**config.mk**
```make
export PLATFORM = sky130hd
export DESIGN_NAME = dma_channel_control
export DESIGN_NICKNAME = d
export VERILOG_FILES = /design/src/design/dma_ctl_pkg.sv /design/src/design/dma_desc_addr.sv /design/src/design/dma_channel_control.sv
export SDC_FILE = /design/constraint.sdc
export NUM_CORES = 1
export LEC_CHECK = 0
export BUFFER_PORTS_ARGS = -buffer_cell sky130_fd_sc_hd__buf_2
export CAP_MARGIN = 20
export CORE_MARGIN = 2
export CORE_UTILIZATION = 54
export DETAILED_ROUTE_END_ITERATION = 6
export PLACE_DENSITY = 0.8
export SLEW_MARGIN = 20
export SYNTH_ARGS = -nofsm -noshare
export SYNTH_HDL_FRONTEND = slang
export SYNTH_SLANG_ARGS = --single-unit
```
**constraint.sdc**
```tcl
create_clock -name clk -period 3 [get_ports clk]
set_clock_uncertainty 0.15 [all_clocks]
set_input_delay 0.45 -clock clk [delete_from_list [all_inputs] [get_ports clk]]
set_output_delay 0.45 -clock clk [all_outputs]
set_load 0.05 [all_outputs]
```
**src/design/dma_ctl_pkg.sv**
```systemverilog
package dma_ctl_pkg;

    localparam int NUM_CH = 5;

    // register offsets on the special function register bus
    localparam logic [7:0] ADDR_DONE_FLAGS = 8'hD1;
    localparam logic [7:0] ADDR_SHARED_PTR_LOW = 8'hD2;
    localparam logic [7:0] ADDR_SHARED_PTR_HIGH = 8'hD3;
    localparam logic [7:0] ADDR_FIRST_PTR_LOW = 8'hD4;
    localparam logic [7:0] ADDR_FIRST_PTR_HIGH = 8'hD5;
    localparam logic [7:0] ADDR_ARM_ABORT = 8'hD6;
    localparam logic [7:0] ADDR_MANUAL_REQ = 8'hD7;

    // field positions
    localparam int ABORT_BIT = 7;
    localparam int CH_LSB = 0;
    localparam int CH_MSB = 4;

    // reset values
    localparam logic [7:0] RESET_BYTE = 8'h00;
    localparam logic [4:0] RESET_CH = 5'h00;
    localparam logic [15:0] RESET_PTR = 16'h0000;

    // size in bytes of one descriptor record
    localparam logic [15:0] DESC_BYTES = 16'h0008;

endpackage

```
**src/design/dma_desc_addr.sv**
```systemverilog
`timescale 1ns/1ps
// forms the descriptor fetch address of the selected channel
module dma_desc_addr (
    input wire logic clk,
    input wire logic rstn,
    input wire logic [2:0] ch_sel,
    input wire logic [15:0] first_ptr,
    input wire logic [15:0] shared_ptr,
    output logic [15:0] desc_addr
);

    logic [15:0] desc_addr_d;
    logic [15:0] desc_addr_q;

    always_comb begin
        if (ch_sel == 3'h0) begin
            desc_addr_d = first_ptr;
        end else begin
            // channels 1..4 use consecutive records starting at the shared base
            desc_addr_d = 16'(shared_ptr + 16'(dma_ctl_pkg::DESC_BYTES * 16'(ch_sel - 3'h1)));
        end
    end

    always_ff @(posedge clk or negedge rstn) begin
        if (!rstn) begin
            desc_addr_q <= dma_ctl_pkg::RESET_PTR;
        end else begin
            desc_addr_q <= desc_addr_d;
        end
    end

    assign desc_addr = desc_addr_q;

endmodule // dma_desc_addr

```
**src/design/dma_channel_control.sv**
```systemverilog
`timescale 1ns/1ps
// What this block does
// - writing abort with arm bits set stops and disarms those selected channels
// - a channel triggers no transfer unless its arm bit is one
// - count reached clears arm bit in single modes, keeps it in repeat modes
// - writing one to a manual request bit acts as one trigger event
// - manual request clears on grant; writing zero does nothing
// - channel 0 descriptor address is a 16-bit pointer, high and low bytes, reset zero
// - channels 1 to 4 share one 16-bit descriptor base pointer
// - done flag sets to one when channel reaches count, zero before
// - flags and arm bits reset to zero; unused upper bits read zero
// - interrupt request only when descriptor mask is one; flag set regardless
module dma_channel_control #(
    parameter int NUM_CH = dma_ctl_pkg::NUM_CH
) (
    input wire logic clk,
    input wire logic rstn,
    input wire logic [7:0] sfr_addr,
    input wire logic sfr_wr,
    input wire logic [7:0] sfr_wdata,
    output logic [7:0] sfr_rdata,
    input wire logic [NUM_CH-1:0] hw_trigger,
    input wire logic [NUM_CH-1:0] grant,
    input wire logic [NUM_CH-1:0] count_reached,
    input wire logic [NUM_CH-1:0] repeat_mode,
    input wire logic [NUM_CH-1:0] channel_interrupt_mask,
    input wire logic [2:0] desc_ch_sel,
    output logic [NUM_CH-1:0] channel_arm,
    output logic [NUM_CH-1:0] manual_trigger_request,
    output logic [NUM_CH-1:0] trigger_event,
    output logic [NUM_CH-1:0] abort_channel,
    output logic [NUM_CH-1:0] channel_irq,
    output logic [NUM_CH-1:0] channel_done_flags,
    output logic [15:0] desc_addr
);

    logic [NUM_CH-1:0] arm_d;
    logic [NUM_CH-1:0] arm_q;
    logic [NUM_CH-1:0] req_d;
    logic [NUM_CH-1:0] req_q;
    logic [NUM_CH-1:0] done_d;
    logic [NUM_CH-1:0] done_q;
    logic [NUM_CH-1:0] trig_d;
    logic [NUM_CH-1:0] trig_q;
    logic [NUM_CH-1:0] abort_d;
    logic [NUM_CH-1:0] abort_q;
    logic [NUM_CH-1:0] irq_d;
    logic [NUM_CH-1:0] irq_q;
    logic [7:0] first_low_d;
    logic [7:0] first_low_q;
    logic [7:0] first_high_d;
    logic [7:0] first_high_q;
    logic [7:0] shared_low_d;
    logic [7:0] shared_low_q;
    logic [7:0] shared_high_d;
    logic [7:0] shared_high_q;
    logic [7:0] rdata_d;
    logic [7:0] rdata_q;
    logic [NUM_CH-1:0] wr_ch;
    logic wr_arm;
    logic wr_req;
    logic wr_done;
    logic abort_wr;
    logic [7:0] arm_rd;
    logic [7:0] req_rd;
    logic [7:0] done_rd;
    logic [15:0] first_ptr;
    logic [15:0] shared_ptr;

    assign wr_ch = sfr_wdata[NUM_CH-1:0];
    assign wr_arm = sfr_wr && (sfr_addr == dma_ctl_pkg::ADDR_ARM_ABORT);
    assign wr_req = sfr_wr && (sfr_addr == dma_ctl_pkg::ADDR_MANUAL_REQ);
    assign wr_done = sfr_wr && (sfr_addr == dma_ctl_pkg::ADDR_DONE_FLAGS);
    assign abort_wr = wr_arm && sfr_wdata[dma_ctl_pkg::ABORT_BIT];
    assign first_ptr = {first_high_q, first_low_q};
    assign shared_ptr = {shared_high_q, shared_low_q};

    // per-channel control bits
    genvar ch;
    generate
        for (ch = 0; ch < NUM_CH; ch++) begin : g_ch
            // arm bit and abort strobe
            always_comb begin
                arm_d[ch] = arm_q[ch];
                if (abort_wr) begin
                    if (wr_ch[ch]) begin
                        arm_d[ch] = 1'b0;
                    end
                end else if (wr_arm) begin
                    arm_d[ch] = wr_ch[ch];
                end
                if (count_reached[ch] && arm_q[ch] && !repeat_mode[ch]) begin
                    arm_d[ch] = 1'b0;
                end
                abort_d[ch] = abort_wr && wr_ch[ch];
            end

            // manual request and trigger pulse
            always_comb begin
                // set beats the grant clear; a zero write leaves the bit alone
                req_d[ch] = (req_q[ch] && !grant[ch]) || (wr_req && wr_ch[ch]);
                // a manual set counts as one trigger, only while armed
                trig_d[ch] = arm_q[ch] && !(abort_wr && wr_ch[ch])
                    && (hw_trigger[ch] || (wr_req && wr_ch[ch] && !req_q[ch]));
            end

            // completion flag and interrupt pulse
            always_comb begin
                done_d[ch] = done_q[ch];
                if (wr_done && !wr_ch[ch]) begin
                    done_d[ch] = 1'b0;
                end
                if (count_reached[ch] && arm_q[ch]) begin
                    done_d[ch] = 1'b1;
                end
                irq_d[ch] = count_reached[ch] && arm_q[ch] && channel_interrupt_mask[ch];
            end
        end
    endgenerate

    // pointer bytes are written one at a time, with no high/low latching
    always_comb begin
        first_low_d = first_low_q;
        first_high_d = first_high_q;
        shared_low_d = shared_low_q;
        shared_high_d = shared_high_q;
        if (sfr_wr) begin
            unique case (sfr_addr)
                dma_ctl_pkg::ADDR_FIRST_PTR_LOW: first_low_d = sfr_wdata;
                dma_ctl_pkg::ADDR_FIRST_PTR_HIGH: first_high_d = sfr_wdata;
                dma_ctl_pkg::ADDR_SHARED_PTR_LOW: shared_low_d = sfr_wdata;
                dma_ctl_pkg::ADDR_SHARED_PTR_HIGH: shared_high_d = sfr_wdata;
                default: ;
            endcase
        end
    end

    // read data: abort and the unused upper bits always read zero
    always_comb begin
        arm_rd = dma_ctl_pkg::RESET_BYTE;
        req_rd = dma_ctl_pkg::RESET_BYTE;
        done_rd = dma_ctl_pkg::RESET_BYTE;
        arm_rd[NUM_CH-1:0] = arm_q;
        req_rd[NUM_CH-1:0] = req_q;
        done_rd[NUM_CH-1:0] = done_q;
        rdata_d = dma_ctl_pkg::RESET_BYTE;
        unique case (sfr_addr)
            dma_ctl_pkg::ADDR_ARM_ABORT: rdata_d = arm_rd;
            dma_ctl_pkg::ADDR_MANUAL_REQ: rdata_d = req_rd;
            dma_ctl_pkg::ADDR_DONE_FLAGS: rdata_d = done_rd;
            dma_ctl_pkg::ADDR_FIRST_PTR_LOW: rdata_d = first_low_q;
            dma_ctl_pkg::ADDR_FIRST_PTR_HIGH: rdata_d = first_high_q;
            dma_ctl_pkg::ADDR_SHARED_PTR_LOW: rdata_d = shared_low_q;
            dma_ctl_pkg::ADDR_SHARED_PTR_HIGH: rdata_d = shared_high_q;
            default: rdata_d = dma_ctl_pkg::RESET_BYTE;
        endcase
    end

    // channel control state
    always_ff @(posedge clk or negedge rstn) begin
        if (!rstn) begin
            arm_q <= dma_ctl_pkg::RESET_CH;
            req_q <= dma_ctl_pkg::RESET_CH;
            done_q <= dma_ctl_pkg::RESET_CH;
            trig_q <= dma_ctl_pkg::RESET_CH;
            abort_q <= dma_ctl_pkg::RESET_CH;
            irq_q <= dma_ctl_pkg::RESET_CH;
        end else begin
            arm_q <= arm_d;
            req_q <= req_d;
            done_q <= done_d;
            trig_q <= trig_d;
            abort_q <= abort_d;
            irq_q <= irq_d;
        end
    end

    // descriptor pointer bytes
    always_ff @(posedge clk or negedge rstn) begin
        if (!rstn) begin
            first_low_q <= dma_ctl_pkg::RESET_BYTE;
            first_high_q <= dma_ctl_pkg::RESET_BYTE;
            shared_low_q <= dma_ctl_pkg::RESET_BYTE;
            shared_high_q <= dma_ctl_pkg::RESET_BYTE;
        end else begin
            first_low_q <= first_low_d;
            first_high_q <= first_high_d;
            shared_low_q <= shared_low_d;
            shared_high_q <= shared_high_d;
        end
    end

    // registered, so a read answers one cycle after its address
    always_ff @(posedge clk or negedge rstn) begin
        if (!rstn) begin
            rdata_q <= dma_ctl_pkg::RESET_BYTE;
        end else begin
            rdata_q <= rdata_d;
        end
    end

    dma_desc_addr u_desc_addr (
        .clk(clk),
        .rstn(rstn),
        .ch_sel(desc_ch_sel),
        .first_ptr(first_ptr),
        .shared_ptr(shared_ptr),
        .desc_addr(desc_addr)
    );

    assign sfr_rdata = rdata_q;
    assign channel_arm = arm_q;
    assign manual_trigger_request = req_q;
    assign trigger_event = trig_q;
    assign abort_channel = abort_q;
    assign channel_irq = irq_q;
    assign channel_done_flags = done_q;

endmodule // dma_channel_control

```
After elaboration in Yosys (flattened, before gate mapping) --
Index checks and enable logic that the tools add are counted.
Word-level totals: word-level logic and storage cells 175, register bits 86, output and inout port bits 54, input port bits 47
Operators by class: reductions and logical operators 109, add/sub/neg operators 2, equality and inequality tests 12, muxes and demuxes 32
Operator list (number):
- $eq 8x8->1 const B | 7
- $pmux 8 s7 | 1
- $logic_and 1x1->1 | 54
- $mux 1 | 30
- $logic_not 1->1 | 25
- $reduce_and 2->1 | 9
- $add 16x16->16 | 1
- $mux 16 | 1
- $ne 3x2->1 const B | 5
- $reduce_bool 3->1 | 5
- $logic_or 1x1->1 | 10
- $reduce_bool 2->1 | 5
- $sub 3x1->4 const B | 1
- $logic_not 3->1 | 1

Logic depth before layout (Yosys ltp) --
word-level depth 7, mapped depth 9, mapped depth without buffers 9

Cells and area by module --
Synthesis repeated with hierarchy kept, for this count alone.
Unflattened totals: cell total of the unflattened synthesis 430, area total of the unflattened synthesis 4655.7 um^2
By module, submodules not included:
- dma_channel_control | sequential area each 1751.7 um^2, area an instance 3420.8 um^2, instances 1, cells each 284
- dma_desc_addr | sequential area each 400.4 um^2, area an instance 1234.9 um^2, instances 1, cells each 146

Least setup slack after synthesis --
OpenSTA, ideal clock, no wires.
path kind input port to flip-flop, start in desc_ch_sel[2], end reg u_desc_addr.desc_addr_q[15] (netlist: u_desc_addr.desc_addr[15]), path buffers 0, library setup time 0.069 ns, stages 7, data arrival time 2.704 ns, slack 0.077 ns, data required time 2.781 ns, path through nor3_1 -> ha_1 -> a21o_1 -> a21oi_1 -> a2111oi_0 -> or4_1 -> nand3_1
Between the ends: cells in the longest elaborated chain, start to end 3, elaborated cells between the ends (all ways) 4, those cells by class add/sub: 2; mux: 1; reduce/logical: 1
RTL lines:
- from (decl) | RTL line dma_channel_control.sv:27 | input wire logic [2:0] desc_ch_sel,
- $sub 3x1->4 | RTL line dma_desc_addr.sv:20 | desc_addr_d = 16'(shared_ptr + 16'(dma_ctl_pkg::DESC_BYTES * 16'(ch_sel - 3'h1)));
- $add 16x16->16 | RTL line dma_desc_addr.sv:20
- $mux 16 (*) | RTL line dma_desc_addr.sv:16 | if (ch_sel == 3'h0) begin
- named net u_desc_addr.desc_addr_d[15] | RTL line dma_desc_addr.sv:12 | logic [15:0] desc_addr_d;
- to (signal assigned) | RTL line dma_desc_addr.sv:26 | desc_addr_q <= dma_ctl_pkg::RESET_PTR;
- to (signal assigned) | RTL line dma_desc_addr.sv:28 | desc_addr_q <= desc_addr_d;
- to (decl) | RTL line dma_desc_addr.sv:13 | logic [15:0] desc_addr_q;
Mark *: on every way through the listed nets, which the timed path passes. The rest lies on a longest branch. A chain may end at the register's enable or synchronous reset.

Final worst setup path --
start reg shared_low_q[3], end reg u_desc_addr.desc_addr_q[15] (netlist: u_desc_addr.desc_addr[15])
Between the ends: cells in the longest elaborated chain, start to end 2
RTL lines:
- from (decl) | RTL line dma_channel_control.sv:54 | logic [7:0] shared_low_q;
- from (signal assigned) | RTL line dma_channel_control.sv:183 | shared_low_q <= dma_ctl_pkg::RESET_BYTE;
- from (signal assigned) | RTL line dma_channel_control.sv:188 | shared_low_q <= shared_low_d;
- $add 16x16->16 | RTL line dma_desc_addr.sv:20
- $mux 16 | RTL line dma_desc_addr.sv:16
- named net u_desc_addr.desc_addr_d[15] | RTL line dma_desc_addr.sv:12
The timed path passes the listed nets, and every way through them passes these cells.

==> impl_metrics.sql <==
INSERT INTO impl_metrics (metric_group, metric, value, unit) VALUES
('setup_path', 'timing.critical_path.arrival', '2780', 'ps'),
('drt', 'vias_per_cell', '5.71', ''),
('die', 'die-area', '8700', 'um^2'),
('timing', 'post-route-min-period', '2680', 'ps'),
('timing', 'finalSetupTns', '0', 'ps'),
('timing', 'postLayoutSetupSlackWorst', '317', 'ps'),
('worst_hold_path', 'hp-class', 'in -> async', ''),
('timing', 'final_period_utilization', '89.4', '%'),
('clock_network', 'cts-root-buf', 'clkbuf_8', ''),
('yosys', 'netlist-cell-type-count', '52', ''),
('drt', 'ant_nets', '0', ''),
('clock_network', 'max-clock-path-buffers', '2', ''),
('final_layout', 'num_antenna_cells', '0', ''),
('power_and_ir_drop', 'sw_frac_of_total', '30.2', '%'),
('global_route', 'grt_overflow', '0', ''),
('run_status', 'status', 'complete, but fails checks', ''),
('setup_path', 'setup.reg_to_reg.worst_slack', '320', 'ps'),
('final_layout', 'share_of_cells_above_drive_strength_1', '33.6', '%'),
('die', 'number_of_top_level_pins', '101', ''),
('clock_network', 'clkLatencyLatePin', '370', 'ps'),
('yosys', 'syn-instance-count', '398', ''),
('global_route', 'grt_max_degree', '87', ''),
('power_and_ir_drop', 'clock_power_share', '33.7', '%'),
('clock_network', 'post_cts_resized', '0', ''),
('setup_path', 'end_point_of_the_critical_path', 'u_desc_addr.desc_addr[15]$_DFF_PN0_', ''),
('yosys', 'syn_nets', '460', ''),
('timing', 'finalSetupViolCount', '0', ''),
('yosys', 'ys_seq_elements', '86', ''),
('yosys', 'synth_sequential_area_ratio', '50.0', '%'),
('clock_network', 'clock_input_transition_at_the_sequential_cells_of_the_worst_setup_and_hold_paths', '100', 'ps'),
('run_status', 'violations', 'negative hold slack', ''),
('yosys', 'synth.cell_area', '4300', 'um^2'),
('global_route', 'grt_pass1_vias', '3382', ''),
('setup_path', 'crit_type', 'reg -> reg', ''),
('global_route', 'track_usage', '25.7', '%'),
('timing', 'finalHoldViolCount', '19', ''),
('yosys', 'synth-main-ff-cell', 'dfrtp_1', ''),
('drt', 'routed_metal_1_wire_length', '4550', 'um'),
('placed_design', 'place.port_buffers', '100', ''),
('power_and_ir_drop', 'total_switching_power', '0.000706', 'W'),
('power_and_ir_drop', 'sequentialPowerShare', '52.4', '%'),
('power_and_ir_drop', 'p_total', '0.00234', 'W'),
('final_layout', 'layout_commonest_cell', 'buf_2', ''),
('drt', 'met2WireLength', '5070', 'um'),
('die', 'die_width', '93.3', 'um'),
('setup_path', 'reg2reg_depth', '8', ''),
('global_route', 'antenna_found_initial', '0', ''),
('yosys', 'synth_enable_flop_cells', '0', ''),
('timing', 'timing_worst_slew_pin_value', '777', 'ps'),
('die', 'placeable_core_area', '7730', 'um^2'),
('setup_path', 'critical_path.startpoint', 'shared_low_q[3]$_DFFE_PN0P_', ''),
('clock_network', 'post_cts_hold_buffers', '0', ''),
('drt', 'drtIter0Drc', '213', ''),
('clock_network', 'tritoncts_num_sinks', '86', ''),
('power_and_ir_drop', 'internal-power', '0.00163', 'W'),
('drt', 'detailroute.wirelength.met3', '590', 'um'),
('timing', 'holdWs', '-40.4', 'ps'),
('drt', 'maxUsedRoutingLayer', 'met4', ''),
('power_and_ir_drop', 'power.ir.vdd_worst', '276', 'uV'),
('placed_design', 'hpwl', '7680', 'um'),
('setup_path', 'critPathLaunchType', 'flip-flop', ''),
('final_layout', 'areaGrowthSynthToFinish', '18.3', '%'),
('setup_path', 'critical_path.reg2reg.endpoint', 'u_desc_addr.desc_addr[15]$_DFF_PN0_', ''),
('power_and_ir_drop', 'share_comb_of_total_power', '14.0', '%'),
('timing', 'unrepaired_setup_endpoints_after_global_routing', 'no', ''),
('drt', 'vias', '3435', ''),
('power_and_ir_drop', 'p_per_area', '459', 'nW/um^2'),
('clock_network', 'post_cts_setup_buffer_count', '0', ''),
('power_and_ir_drop', 'p_leak', '2.66', 'nW'),
('setup_path', 'critPathMaxFanout', '4', ''),
('global_route', 'grt_first_pass_wirelength', '17200', 'um');
## worst min-delay path by stage
stage | startpoint | endpoint | cells past startpoint
detailed placement | first_low_q[0]$_DFFE_PN0P_ | u_desc_addr.desc_addr[0]$_DFF_PN0_ | 2
CTS | grant[1] | manual_trigger_request[1]$_DFF_PN0_ | 2
floorplan | rstn | abort_channel[0]$_DFF_PN0_ | 0
global route | rstn | trigger_event[0]$_DFF_PN0_ | 1
finish | rstn | trigger_event[0]$_DFF_PN0_ | 1
global placement | shared_low_q[0]$_DFFE_PN0P_ | u_desc_addr.desc_addr[0]$_DFF_PN0_ | 2
## metal layers
| layer | vias to the layer above | global-route usage [%] |
|---|---|---|
| met5 | - | 0 |
| met4 | 0 | 9.44 |
| met3 | 19 | 3.95 |
| met2 | 106 | 41.3 |
| met1 | 1673 | 35.3 |
| li1 | 1637 | - |
## state kept, by name, summed over array words and instances, names as in the netlist
signal and count:
u_desc_addr.desc_addr 16, channel_irq 5, first_low_q 8, channel_arm 5, sfr_rdata 8, manual_trigger_request 5, abort_channel 5, channel_done_flags 5
trigger_event 5, shared_low_q 8, shared_high_q 8, first_high_q 8
## stage by stage
stage	hold WS, ps	cell area, um^2	utilization, %	std cells
global route	36.1	5090	65.9	602
CTS	90.9	5090	65.8	602
detailed placement	335	4900	63.4	586
finish	-40.4	5090	65.9	602
floorplan	4.41	4300	-	398
global placement	332	4900	63.4	586
## critical path, cell delays in order, from the launching register on
cell	delay (ps)
dfrtp_1	390
ha_1	180
inv_1	60
fa_1	420
nor2b_1	210
o2111ai_1	210
a2111oi_0	680
or4_1	220
nand3_1	60
## final cells by class
| class | instances | area [um^2] |
|---|---|---|
| clock buffers | 9 | 124 |
| clock inverters | 7 | 63.8 |
| fillers | 622 | 2640 |
| inverters | 11 | 41.3 |
| multi-input cells | 280 | 2020 |
| flip-flops and latches | 86 | 2150 |
| well taps | 102 | 128 |
| repair buffers | 107 | 559 |
## power groups by stage
stage	sequential (W)	clock, W	combinational [W]
after floorplan	0.00131	0	0.000137
after global placement	0.00125	0	0.000320
after detailed placement	0.00125	0	0.000328
after CTS	0.00122	0.000799	0.000328
after global routing	0.00123	0.000853	0.000357
final	0.00122	0.000787	0.000326
## synth_stat cells (all sizes together) (5+ instances only)
cell / count / area [um^2]
a31oi: 7 / 43.8
o31ai: 5 / 37.5
nor2: 15 / 73.8
a21oi: 13 / 65.1
o22ai: 8 / 50.1
and3: 15 / 93.8
o21ai: 23 / 115
nor3: 7 / 40.0
xnor2: 9 / 78.8
nand2: 49 / 184
mux2i: 6 / 60.1
buf: 6 / 31.3
dfrtp: 86 / 2150
o211ai: 7 / 52.6
clkbuf: 15 / 56.3
a22oi: 8 / 60.1
ha: 14 / 175
inv: 11 / 41.3
nor3b: 10 / 80.1
mux2: 35 / 394
nor2b: 7 / 43.8
a211oi: 6 / 45.0
## cell families after synthesis
family                     count (synthesis)  share of synthesized area [%]
AOI/OAI and AO/OA                         89                           13.2
xor gates and xnor gates                  12                           2.44
DFF                                       86                           50.0
muxes                                     42                           11.1
adders and majority gates                 15                           4.53
buffers and inverters                     32                           2.99
and+or+nand+nor                          122                           15.8
(Power assumes the default switching activity.)
